## config.mk

```make
export PLATFORM = sky130hd
export DESIGN_NAME = prb_bank
export DESIGN_NICKNAME = d
export VERILOG_FILES = /design/src/hdl/prb_pkg.sv /design/src/hdl/prb_sync.sv /design/src/hdl/prb_bank.sv
export SDC_FILE = /design/constraint.sdc
export NUM_CORES = 1
export LEC_CHECK = 0
export ABC_AREA = 1
export BUFFER_PORTS_ARGS = -buffer_cell sky130_fd_sc_hd__buf_2
export CORE_UTILIZATION = 30
export CTS_CLUSTER_DIAMETER = 150
export DETAILED_ROUTE_END_ITERATION = 8
export SKIP_LAST_GASP = 1
export SLEW_MARGIN = 20
export SYNTH_ARGS = -nofsm -noshare
export SYNTH_HDL_FRONTEND = slang
export SYNTH_SLANG_ARGS = --single-unit
```

## constraint.sdc

```tcl
create_clock -name core_clk_in -period 17.2 [get_ports core_clk_in]
set_clock_uncertainty 0.15 [all_clocks]
set_input_delay 0.86 -clock core_clk_in [delete_from_list [all_inputs] [get_ports core_clk_in]]
set_output_delay 0.86 -clock core_clk_in [all_outputs]
set_load 0.02 [all_outputs]
```

## src/hdl/prb_pkg.sv

```systemverilog
// Purpose: Shared constants and types for the paged register bank.
// Assumes: 16-bit command frames, 8-bit registers, two register pages.
// Notes: Masks give the writable bits; all other bits read as zero.
package prb_pkg;
   // ==========================================================
   // Frame layout
   // ==========================================================
   localparam int FRAME_BITS = 16;
   localparam logic [4:0] CNT_HDR_LAST = 5'h07;  // Falling edge index of the R/W bit
   localparam logic [4:0] CNT_FRAME_LAST = 5'h0F;  // Falling edge index of the last bit
   localparam int ADDR_MSB = 15;
   localparam int ADDR_LSB = 9;
   localparam int RW_BIT = 8;

   // ==========================================================
   // Page 0 offsets
   // ==========================================================
   localparam logic [6:0] OFS_DEVICE_RESET = 7'h01;
   localparam logic [6:0] OFS_MANUAL = 7'h04;
   localparam logic [6:0] OFS_AUTO = 7'h05;
   localparam logic [6:0] OFS_AUX = 7'h06;
   localparam logic [6:0] OFS_SCAN = 7'h0C;
   localparam logic [6:0] OFS_RANGE01 = 7'h10;
   localparam logic [6:0] OFS_RANGE23 = 7'h11;
   localparam logic [6:0] OFS_RANGE45 = 7'h12;
   localparam logic [6:0] OFS_RANGE67 = 7'h13;
   localparam logic [6:0] OFS_TEMP_FLAGS = 7'h20;
   localparam logic [6:0] OFS_TRIP_LO = 7'h21;
   localparam logic [6:0] OFS_LIVE_LO = 7'h22;
   localparam logic [6:0] OFS_TRIP_HI = 7'h23;
   localparam logic [6:0] OFS_LIVE_HI = 7'h24;
   localparam logic [6:0] OFS_PAGE = 7'h7F;
   localparam logic [7:0] PAGE1_SELECT = 8'h01;

   // ==========================================================
   // Reset values and writable masks
   // ==========================================================
   localparam logic [7:0] RST_MANUAL = 8'h00;
   localparam logic [7:0] RST_AUTO = 8'h00;
   localparam logic [7:0] RST_AUX = 8'h08;
   localparam logic [7:0] RST_SCAN = 8'h00;
   localparam logic [7:0] RST_RANGE = 8'h11;
   localparam logic [7:0] RST_THR = 8'h00;
   localparam logic RST_SEQ_AUTO = 1'b0;
   localparam logic [7:0] MASK_MANUAL = 8'h7F;
   localparam logic [7:0] MASK_AUTO = 8'h0F;  // Sequence restart bit is a command, not stored
   localparam logic [7:0] MASK_AUX = 8'h0E;
   localparam logic [7:0] MASK_RANGE = 8'h77;
   localparam int AUTO_RESTART_BIT = 7;
   localparam int DEVICE_RESET_BIT = 0;
   localparam int AUX_ALARM_PIN_POWER_CONTROL_BIT = 3;

   // ==========================================================
   // Page 1 threshold storage
   // ==========================================================
   localparam int THR_COUNT = 36;
   localparam logic [6:0] THR_LAST = 7'h23;
   typedef logic [THR_COUNT-1:0][7:0] prb_thr_type;
   typedef enum {PRB_IDLE, PRB_SHIFT, PRB_DONE} prb_state_type;
endpackage

```

## src/hdl/prb_sync.sv

```systemverilog
// Purpose: Two-flop synchroniser for the serial link pins.
// Assumes: Inputs are asynchronous to core_clk_in.
// Notes: The first stage feeds only the second stage.
module prb_sync #(
   parameter int WIDTH = 3,
   parameter logic [WIDTH-1:0] RESET_VAL = '0
) (
   // Clock and reset
   input wire logic core_clk_in,
   input wire logic rst_in,
   // Pins and synchronised levels
   input wire logic [WIDTH-1:0] pins_in,
   output logic [WIDTH-1:0] sync_out
);
   logic [WIDTH-1:0] meta_q;

   // ==========================================================
   // Two stages, both reset to the idle level
   // ==========================================================
   always_ff @(posedge core_clk_in or posedge rst_in) begin
      if (rst_in) begin
         meta_q <= RESET_VAL;
         sync_out <= RESET_VAL;
      end else begin
         meta_q <= pins_in;
         sync_out <= meta_q;
      end
   end
endmodule // prb_sync

```

## src/hdl/prb_bank.sv

```systemverilog
// Purpose: Paged register bank behind a four-wire serial command link.
// Assumes: Link pins are asynchronous and much slower than core_clk_in.
// Notes: Pin edges are found by oversampling; no second clock domain.
// Overview of operation
// RL1: After reset the active page is page 0.
// RL2: On page 0, reads and writes decode against page 0 registers only.
// RL3: Writing 01h to address 7Fh selects page 1 for later accesses.
// RL4: Page 0 holds sequencing commands, configuration and alarm flag reads.
// RL5: Page 1 holds alarm thresholds for each channel and the temperature sensor.
// RL6: An all-zero frame changes nothing; the last sequencing mode stays.
// RL7: All registers on both pages return to defaults at reset.
// RL8: Alarm flag registers are read-only and follow alarm evaluation.
// RL9: Command word: address bits 15..9, write flag bit 8, data bits 7..0.
// RL10: A read shifts the addressed byte out over the last eight clocks.
// RL11: Writes apply at next chip-select fall; power-down applies at 16th fall.
// RL12: The host gives at least 16 serial clocks per frame.
// RL13: Writing one to device reset bit resets all registers; bit reads zero.
// RL14: Fixed-zero bits read zero whatever the host writes.
module prb_bank (
   // Clock and reset
   input wire logic core_clk_in,
   input wire logic rst_in,
   // Serial link pins
   input wire logic sclk_in,
   input wire logic cs_n_in,
   input wire logic din_in,
   output logic dout_out,
   output logic dout_oe_out,
   // Alarm evaluation results, same clock domain
   input wire logic [3:0] temp_flags_in,
   input wire logic [7:0] trip_lo_in,
   input wire logic [7:0] live_lo_in,
   input wire logic [7:0] trip_hi_in,
   input wire logic [7:0] live_hi_in,
   // Register contents toward the converter
   output logic page_out,
   output logic seq_auto_out,
   output logic seq_restart_out,
   output logic [7:0] manual_cmd_out,
   output logic [7:0] auto_cmd_out,
   output logic [7:0] aux_config_out,
   output logic [7:0] scan_enable_out,
   output logic [31:0] range_out,
   output prb_pkg::prb_thr_type thr_out
);
   import prb_pkg::*;

   logic sclk_s, cs_n_s, din_s, cs_prev_q, sclk_prev_q, cs_fall, cs_rise, sclk_fall;
   prb_state_type state_q, state_d;
   logic [4:0] cnt_q, cnt_d;
   logic [15:0] shift_q, shift_d, word;
   logic [7:0] out_sh_q, out_sh_d, rd_byte;
   logic dout_d, dout_oe_d, page_d, seq_auto_d, seq_restart_d;
   logic [7:0] manual_d, auto_d, aux_d, scan_d;
   logic [31:0] range_d;
   prb_thr_type thr_d;
   logic pend_valid_q, pend_valid_d, pend_page_q, pend_page_d, zero_frame;
   logic [6:0] pend_addr_q, pend_addr_d;
   logic [7:0] pend_data_q, pend_data_d;
   logic [6:0] hdr_addr;

   // ==========================================================
   // Pin synchronisers; chip select idles high
   // ==========================================================
   prb_sync #(.WIDTH(3), .RESET_VAL(3'h4)) i_prb_sync (
      .core_clk_in(core_clk_in),
      .rst_in(rst_in),
      .pins_in({cs_n_in, sclk_in, din_in}),
      .sync_out({cs_n_s, sclk_s, din_s})
   );

   // Edge detection on the synchronised levels
   assign cs_fall = cs_prev_q & ~cs_n_s;
   assign cs_rise = ~cs_prev_q & cs_n_s;
   assign sclk_fall = sclk_prev_q & ~sclk_s & ~cs_n_s;
   assign hdr_addr = shift_q[6:0];  // Address once seven bits are in
   assign word = {shift_q[14:0], din_s};
   assign zero_frame = state_q == PRB_SHIFT && sclk_fall && cnt_q == CNT_FRAME_LAST
      && word == 16'h0000;

   // ==========================================================
   // Read decode for the header just received
   // ==========================================================
   always_comb begin
      rd_byte = 8'h00;  // Unmapped addresses read zero
      if (hdr_addr == OFS_PAGE) begin
         rd_byte = {7'h00, page_out};
      end else if (page_out) begin
         if (hdr_addr <= THR_LAST) rd_byte = thr_out[hdr_addr];  // see RL5
      end else begin
         unique case (hdr_addr)  // see RL2, see RL4
            OFS_MANUAL: rd_byte = manual_cmd_out;
            OFS_AUTO: rd_byte = auto_cmd_out;
            OFS_AUX: rd_byte = aux_config_out;
            OFS_SCAN: rd_byte = scan_enable_out;
            OFS_RANGE01: rd_byte = range_out[31:24];
            OFS_RANGE23: rd_byte = range_out[23:16];
            OFS_RANGE45: rd_byte = range_out[15:8];
            OFS_RANGE67: rd_byte = range_out[7:0];
            OFS_TEMP_FLAGS: rd_byte = {temp_flags_in, 4'h0};  // Same clock, no sync, see RL8
            OFS_TRIP_LO: rd_byte = trip_lo_in;  // see RL8
            OFS_LIVE_LO: rd_byte = live_lo_in;
            OFS_TRIP_HI: rd_byte = trip_hi_in;
            OFS_LIVE_HI: rd_byte = live_hi_in;
            default: rd_byte = 8'h00;  // Device reset bit always reads zero, see RL13
         endcase
      end
   end

   // ==========================================================
   // Frame engine and register next values
   // ==========================================================
   always_comb begin
      state_d = state_q;
      cnt_d = cnt_q;
      shift_d = shift_q;
      out_sh_d = out_sh_q;
      dout_d = dout_out;
      dout_oe_d = dout_oe_out;
      page_d = page_out;
      seq_auto_d = seq_auto_out;
      seq_restart_d = 1'b0;
      manual_d = manual_cmd_out;
      auto_d = auto_cmd_out;
      aux_d = aux_config_out;
      scan_d = scan_enable_out;
      range_d = range_out;
      thr_d = thr_out;
      pend_valid_d = pend_valid_q;
      pend_page_d = pend_page_q;
      pend_addr_d = pend_addr_q;
      pend_data_d = pend_data_q;
      if (cs_rise) begin
         // Frame abandoned or ended; an unfinished command is dropped
         state_d = PRB_IDLE;
         dout_oe_d = 1'b0;
         dout_d = 1'b0;
      end else if (cs_fall) begin
         state_d = PRB_SHIFT;
         cnt_d = 5'h00;
         dout_oe_d = 1'b1;
         dout_d = 1'b0;
         pend_valid_d = 1'b0;
         if (pend_valid_q) begin  // see RL11
            if (!pend_page_q && pend_addr_q == OFS_DEVICE_RESET
                  && pend_data_q[DEVICE_RESET_BIT]) begin
               // Full register reset, both pages, see RL7, see RL13
               page_d = 1'b0;
               seq_auto_d = RST_SEQ_AUTO;
               manual_d = RST_MANUAL;
               auto_d = RST_AUTO;
               aux_d = RST_AUX;
               scan_d = RST_SCAN;
               range_d = {4{RST_RANGE}};
               thr_d = {THR_COUNT{RST_THR}};
            end else if (pend_addr_q == OFS_PAGE) begin
               page_d = pend_data_q == PAGE1_SELECT;  // see RL3
            end else if (pend_page_q) begin
               if (pend_addr_q <= THR_LAST) thr_d[pend_addr_q] = pend_data_q;  // see RL5
            end else begin
               unique case (pend_addr_q)  // see RL2, see RL14
                  OFS_MANUAL: begin
                     manual_d = pend_data_q & MASK_MANUAL;
                     seq_auto_d = 1'b0;
                  end
                  OFS_AUTO: begin
                     auto_d = pend_data_q & MASK_AUTO;
                     seq_auto_d = 1'b1;
                     seq_restart_d = pend_data_q[AUTO_RESTART_BIT];
                  end
                  OFS_SCAN: scan_d = pend_data_q;
                  OFS_RANGE01: range_d[31:24] = pend_data_q & MASK_RANGE;
                  OFS_RANGE23: range_d[23:16] = pend_data_q & MASK_RANGE;
                  OFS_RANGE45: range_d[15:8] = pend_data_q & MASK_RANGE;
                  OFS_RANGE67: range_d[7:0] = pend_data_q & MASK_RANGE;
                  default: ;  // Flag registers and unmapped: write ignored, see RL8
               endcase
            end
         end
      end else if (state_q == PRB_SHIFT && sclk_fall) begin
         // Input bit taken on each falling edge, MSB first, see RL9
         shift_d = word;
         cnt_d = cnt_q + 5'h01;
         if (cnt_q == CNT_HDR_LAST) begin
            if (!din_s) begin  // Read: load addressed byte, see RL10
               out_sh_d = rd_byte;
               dout_d = rd_byte[7];
            end
         end else if (cnt_q > CNT_HDR_LAST && cnt_q < CNT_FRAME_LAST) begin
            out_sh_d = {out_sh_q[6:0], 1'b0};
            dout_d = out_sh_q[6];
         end
         if (cnt_q == CNT_FRAME_LAST) begin
            state_d = PRB_DONE;
            dout_oe_d = 1'b0;
            dout_d = 1'b0;
            if (word[RW_BIT]) begin
               if (!page_out && word[ADDR_MSB:ADDR_LSB] == OFS_AUX) begin
                  aux_d = word[7:0] & MASK_AUX;  // Power-down acts at 16th edge, see RL11
               end else begin
                  pend_valid_d = 1'b1;  // Held until next chip-select fall, see RL11
                  pend_page_d = page_out;
                  pend_addr_d = word[ADDR_MSB:ADDR_LSB];
                  pend_data_d = word[7:0];
               end
            end
            // All-zero word is a read of address zero: no state change, see RL6
         end
      end
   end

   // ==========================================================
   // Registers
   // ==========================================================
   always_ff @(posedge core_clk_in or posedge rst_in) begin
      if (rst_in) begin
         cs_prev_q <= 1'b1;
         sclk_prev_q <= 1'b0;
         state_q <= PRB_IDLE;
         cnt_q <= 5'h00;
         shift_q <= 16'h0000;
         out_sh_q <= 8'h00;
         dout_out <= 1'b0;
         dout_oe_out <= 1'b0;
         page_out <= 1'b0;  // see RL1
         seq_auto_out <= RST_SEQ_AUTO;
         seq_restart_out <= 1'b0;
         manual_cmd_out <= RST_MANUAL;
         auto_cmd_out <= RST_AUTO;
         aux_config_out <= RST_AUX;
         scan_enable_out <= RST_SCAN;
         range_out <= {4{RST_RANGE}};
         thr_out <= {THR_COUNT{RST_THR}};
         pend_valid_q <= 1'b0;
         pend_page_q <= 1'b0;
         pend_addr_q <= 7'h00;
         pend_data_q <= 8'h00;
      end else begin
         cs_prev_q <= cs_n_s;
         sclk_prev_q <= sclk_s;
         state_q <= state_d;
         cnt_q <= cnt_d;
         shift_q <= shift_d;
         out_sh_q <= out_sh_d;
         dout_out <= dout_d;
         dout_oe_out <= dout_oe_d;
         page_out <= page_d;
         seq_auto_out <= seq_auto_d;
         seq_restart_out <= seq_restart_d;
         manual_cmd_out <= manual_d;
         auto_cmd_out <= auto_d;
         aux_config_out <= aux_d;
         scan_enable_out <= scan_d;
         range_out <= range_d;
         thr_out <= thr_d;
         pend_valid_q <= pend_valid_d;
         pend_page_q <= pend_page_d;
         pend_addr_q <= pend_addr_d;
         pend_data_q <= pend_data_d;
      end
   end
endmodule // prb_bank

```

# Yosys cells after proc, flatten, opt, wreduce, memory -nomap -nowiden
# Cells that the tools add are included.
[totals]
word_cells = 236
register_bits = 441
[op_classes]
n_addsub = 1
n_reduce_logical = 45
n_mux = 77
bitwise = 10
order_cmp = 7
n_eq_ne = 35
[op_table]
columns = ["cell", "count"]
rows = [
  ["288-bit two-way mux", 4],
  ["288-bit bitwise mux", 1],
  ["32-bit two-way mux", 7],
  ["8-bit two-way mux", 28],
  ["8-bit case mux with 13 select lines", 1],
  ["6-bit AND reduction", 10],
  ["7-bit by 5-bit equality test with 1-bit output (second input constant)", 8],
  ["8-bit binary-select mux with 6-bit select", 1],
  ["8-bit demux with 6-bit select", 1],
  ["7-bit by 3-bit equality test with 1-bit output (second input constant)", 6],
  ["7-bit by 6-bit equality test with 1-bit output (second input constant)", 5],
  ["32-bit by 2-bit equality test with 1-bit output (second input constant)", 1],
  ["2-bit nonzero test", 15],
  ["1-bit two-way mux", 28],
  ["7-bit two-way mux", 3],
  ["7-bit by 4-bit equality test with 1-bit output (second input constant)", 2],
  ["7-bit equality test (second input constant)", 2],
  ["7-bit by 6-bit less-or-equal comparator with 1-bit output (second input constant)", 2],
  ["7-bit less-than comparator (second input constant)", 2],
  ["5-bit two-way mux", 2],
  ["5-bit AND reduction", 2],
  ["3-bit nonzero test", 3],
  ["8-bit by 1-bit equality test with 1-bit output (second input constant)", 1],
  ["7-bit by 1-bit equality test with 1-bit output (second input constant)", 1],
  ["other kinds (19)", 39],
]

# Depth between registers and ports, before layout
[logic_depth]
depth_word = 11
depth_mapped = 17

# Modules after synthesis
# Synthesis repeated with hierarchy kept, for this count alone.
[unflattened]
hier_cells = 2365
area_unflattened_um2 = 18509.0
[by_module_without_submodules]
columns = ["module", "cells_per_inst", "area_each_um2", "instances", "seq_area_each_um2"]
rows = [
  ["prb_bank", 2358, 18352.6, 1, 9671.8],
  ["prb_sync", 7, 156.4, 1, 152.6],
]

# Worst setup path after synthesis
# Ideal clock, no wire load.
[synth_timing]
kind = "reg2reg"
from = "register pend_addr_q[3]"
to = "register thr_out[233] (netlist name)"
stages_incl_launch_ff = 15
path_slack_ps = 15022
t_arrival_ps = 1896
path_buffers = 2
cell_sequence = "dfrtp_1 nor2_2 inv_2 nor2_8 inv_4 nor2_4 nand3_4 o31ai_2 nand2_2 buf_6 nor2_8 nand3_2 buf_2 nand3_1 o21ai_1"
[synth_between]
elab_chain_len = 9
elab_cells_between_ends = 19
cone_classes = "order compare: 3; eq/ne: 3; mux: 7; reduce/logical: 6"
[synth_lines]
columns = ["element", "line_no", "rtl"]
rows = [
  ["start, declared", "prb_bank.sv:58", "logic [6:0] pend_addr_q, pend_addr_d;"],
  ["start signal, assigned", "prb_bank.sv:258", "pend_addr_q <= pend_addr_d;"],
  ["7-bit by 1-bit greater-or-equal comparator with 1-bit output (not written as such) or 7-bit less-than comparator (tied branches)", "prb_bank.sv:159", "if (pend_addr_q <= THR_LAST) thr_d[pend_addr_q] = pend_data_q;"],
  ["1-bit logical AND (not written as such)", "prb_bank.sv:159", ""],
  ["8-bit two-way mux (not written as such)", "prb_bank.sv:159", ""],
  ["8-bit demux with 6-bit select", "prb_bank.sv:159", ""],
  ["288-bit bitwise mux", "prb_bank.sv:159", ""],
  ["288-bit two-way mux", "prb_bank.sv:159", ""],
  ["288-bit two-way mux", "prb_bank.sv:158", "end else if (pend_page_q) begin"],
  ["288-bit two-way mux", "prb_bank.sv:156", "end else if (pend_addr_q == OFS_PAGE) begin"],
  ["288-bit two-way mux", "prb_bank.sv:145", "if (!pend_page_q && pend_addr_q == OFS_DEVICE_RESET"],
  ["end signal, assigned", "prb_bank.sv:233", "thr_out <= {THR_COUNT{RST_THR}};"],
  ["end signal, assigned", "prb_bank.sv:255", "thr_out <= thr_d;"],
  ["end, declared", "prb_bank.sv:44", "output prb_pkg::prb_thr_type thr_out"],
]
# Parallel ways exist; a longest one is shown, timed or not. The select of a mux whose other input is x is not followed.
# A chain may end at the register's enable or synchronous reset.

# Final worst setup path
[layout_timing]
from = "register pend_addr_q[6]"
to = "register thr_out[57] (netlist name)"
# Same word-level chain as after synthesis.

==> results by group <==
Clock tree
  • Clk_lat worst skew: between 0.5 and 0.6 ns
  • H-tree Lvls: 2
  • Post-CTS resize count: 0
  • CTS Sinks: 392
  • Post-CTS Setup Inserts: 0
  • Clk slew on worst S/H paths: around 0.06 ns
  • CTS tree: built
  • Clock buffer count from CTS: 45
  • Clk buf depth: 3
  • Root buf cell: clkbuf_16
  • Number of hold buffers added after cts: 0

Floorplan
  • Die Width: 252.1 um
  • Core area: 61710 um^2
  • IO Pins: 398
  • Site row count: between 90 and 100
  • Die Area: 63540 um^2
  • Chip height: 252.1 um
  • Starting Density: 30.40%

Worst setup path
  • FF-to-FF path depth: 11
  • Worst Path Arrival: between 4 and 5 ns
  • Critical path depth: 11
  • Most frequent CP cell: nand3_1
  • Crit start category: flop
  • CP max FO: 32
  • R2R Path End: thr_out[57]$_DFFE_PP0P_
  • Crit path kind: reg -> reg
  • Worst Setup SP: pend_addr_q[6]$_DFFE_PP0P_
  • Slowest stage delay, CP: 0.60 ns
  • Worst Setup EP: thr_out[57]$_DFFE_PP0P_
  • Critical-path top delay cell: inv_2
  • RR Startpoint: pend_addr_q[6]$_DFFE_PP0P_
  • R2r setup slk: 12.90 ns
  • CP bufs+invs: 3
  • Worst Setup End Kind: flop
  • Worst Path Required: ~17 ns
  • CP cell instances: inv_1 > nand4_2 > nor2_4 > nand3_4 > o31ai_2 > nand2_2 > inv_2 > buf_4 > nand3_1 > nand3_1 > o21ai_0
  • CP top delay family: simple AND/OR/NAND/NOR gates

STA
  • Tcrit/Tclk final: approximately a quarter
  • Max Fclk: 232.7 MHz
  • Least-Margin Pin Slew: 1.161 ns
  • Fin Hold WS: between 0.15 and 0.2 ns
  • Unrepaired setup endpoints after global routing: no
  • Setup TNS: 0 ns
  • Final worst slack: 12.90 ns
  • Hold Fails Final Rpt: 0
  • Final setup vio count: 0
  • Max_slew headroom: 22.01%
  • Max-slew violation count: 0
  • Clock period minus worst slack: 4.297 ns

Finish
  • Fin area: around 23000 um^2
  • Fraction of layout cells with a size suffix above 1: 20.26%
  • Area Overhead vs Synth: 21.82%
  • Final nets: 2744
  • Ant. Diodes: 0

Synthesis
  • Syn avg cell area: 7.963 um^2
  • Syn. warnings: 0
  • Synth Register Bits: just under 400
  • Yosys cell types: 47
  • Mapped Area: 18760 um^2
  • Ys async rst share: 100.0%
  • Register area share after synthesis: 52.36%
  • Main synth FF type: dfrtp_1
  • Syn Inst Count: 2356
  • Post-synth EDFFs: 0

Run status
  • Outcome: finished clean

Detailed routing
  • Routed WL: 82.75 mm
  • DRC Markers: 0
  • Wire per inst: 23.20 um
  • Initial DRC Count: 1901
  • DR vias: 18450
  • Initial DRT Pass Iterations: 6
  • Antenna Violating Nets Remaining: 0
  • Via density: between 5 and 6

Power and ir drop
  • Power Total: about 2.1 mW
  • Sw power: 0.5976 mW
  • Pwr/cell area: 93.51 nW/um^2
  • Switch share: ~28%
  • Peak VDD IR: 0.00007267 V
  • Pleak: 11.20 nW
  • Sequential fraction of design power: between 40% and 50%
  • Internal power: roughly 1.5 mW
  • Clk pwr share: 45.8%
  • Gate power share: between 10% and 20%

Placement
  • GPL Wtd Cong: 0.9542
  • Placed cell areas: 21370 um^2
  • DP Worst Slack: between 10 and 15 ns
  • IO Port Bufs: 379
  • DP HPWL: 59.61 mm

GRT
  • GRT Total Usage: 25.49%
  • Pin count of the biggest net entering global routing: 163
  • GR peak layer: met2
  • Grt met3 use: 5.055%
  • Met2 Use GR: between 30% and 40%
  • First-pass GRT wire length: around 120 mm
  • Antenna violations before repair: 0
  • Vias in the first global route: approximately 17000
  • Global route overflow: 0
  • GR Layer Usage met1: 34.93%

Job
  • Max Cap Viol: 0

Worst hold path
  • Hold Path Class: reg -> reg
layout by cell type (no fill, tap or decap), drive strengths merged, types with 2 or more instances in the layout:
cell	synthesis	routed
buf	58	402
clkbuf	65	70
ha	4	4
dfstp	12	12
nor2	110	110
conb	1	18
nand3b	2	2
a21oi	40	40
nand3	136	136
nor4	9	9
o21ai	385	385
bufinv	0	2
nor3	12	12
o31ai	18	18
nand2	886	886
o2111ai	6	6
dfrtp	380	380
nand4	21	21
inv	134	135
a22oi	20	20
o22ai	40	40
clkinv	10	14
cell usage after synthesis, types with 5 or more instances:
library cell / n / share of area [%]
a21oi_1: 37 / 0.99
a22oi_1: 20 / 0.80
buf_1: 11 / 0.22
buf_2: 21 / 0.56
buf_4: 20 / 0.80
buf_6: 5 / 0.30
clkbuf_1: 65 / 1.3
clkinv_1: 10 / 0.20
dfrtp_1: 380 / 51
dfstp_2: 12 / 1.7
inv_1: 123 / 2.5
inv_2: 10 / 0.20
nand2_1: 866 / 17
nand2_2: 19 / 0.63
nand3_1: 124 / 3.3
nand3_2: 7 / 0.37
nand3_4: 5 / 0.47
nand4_1: 19 / 0.63
nor2_1: 103 / 2.1
nor3_1: 12 / 0.32
nor4_1: 9 / 0.30
o2111ai_1: 6 / 0.28
o21ai_0: 216 / 5.8
o21ai_1: 161 / 4.3
o21ai_2: 8 / 0.37
o22ai_1: 40 / 1.3
o31ai_1: 16 / 0.64
worst min path at each step:
stage | start | end | slack [ns] | depth (start not counted)
2_1_floorplan | i_prb_sync.meta_q[0]$_DFF_PP0_ | i_prb_sync.sync_out[0]$_DFF_PP0_ | 0.18 | 0
3_3_place_gp | i_prb_sync.meta_q[1]$_DFF_PP0_ | i_prb_sync.sync_out[1]$_DFF_PP0_ | 0.19 | 0
3_5_place_dp | i_prb_sync.meta_q[0]$_DFF_PP0_ | i_prb_sync.sync_out[0]$_DFF_PP0_ | 0.19 | 0
4_1_cts | i_prb_sync.meta_q[0]$_DFF_PP0_ | i_prb_sync.sync_out[0]$_DFF_PP0_ | 0.20 | 0
5_1_grt | i_prb_sync.meta_q[0]$_DFF_PP0_ | i_prb_sync.sync_out[0]$_DFF_PP0_ | 0.20 | 0
6_report | i_prb_sync.meta_q[0]$_DFF_PP0_ | i_prb_sync.sync_out[0]$_DFF_PP0_ | 0.20 | 0
power groups by stage:
stage                     clock network, mW  registers [mW]  logic, mW
after global placement                    0           0.956      0.216
after global routing                   1.03           0.941      0.229
final                                 0.978           0.941      0.218
after detailed placement                  0           0.957      0.215
after CTS                             0.995           0.940      0.216
after floorplan                           0           0.954      0.122
worst register-to-register path, delay by kind of cell, from the launching register on:
family | cells | cell delay, ns
AO/OA/AOI/OAI | 2 | 0.27
AND/OR/NAND/NOR | 6 | 1.80
flip-flops | 1 | 0.57
buffers and inverters | 3 | 1.38
through the flow:
stage               cells  utilization [%]
finish               3567            37.04
global route         3567            37.04
CTS                  3567            37.03
detailed placement   3489            34.63
global placement     3489            34.62
floorplan            2373                -
sequential cells by signal (all words and copies together) (netlist names), 5 cells and up:
signal	cells
pend_addr_q	7
out_sh_q	7
range_out	24
cnt_q	5
scan_enable_out	8
pend_data_q	8
thr_out	288
manual_cmd_out	7
shift_q	15
logic make-up after synthesis:
kind of cell	share of synthesized area, %
flip-flops	52.36
other	0.01999
buffers and inverters	6.155
adder cells (fa/ha/maj)	0.2668
AO/OA/AOI/OAI	14.96
AND/OR/NAND/NOR	26.19
XOR/XNOR	0.04669
routing by layer:
layer  vias to the layer above  routed length (um)  part of all wire, %
met1                      9035               35240                   43
met5                         -                   0                    0
met3                       156                7185                  8.7
met4                         0                3341                  4.0
li1                       8424                   -                    -
met2                       832               36980                   45
final cells by class:
class | instances | area [um^2]
tap | 837 | 1047
clock buffer | 70 | 1383
inverter | 144 | 550.5
clock inverter | 8 | 96.34
timing repair buffer | 402 | 2082
fill | 6651 | 38860
sequential | 392 | 9826
multi-input combinational | 1714 | 7871
(Power assumes the default switching activity.)
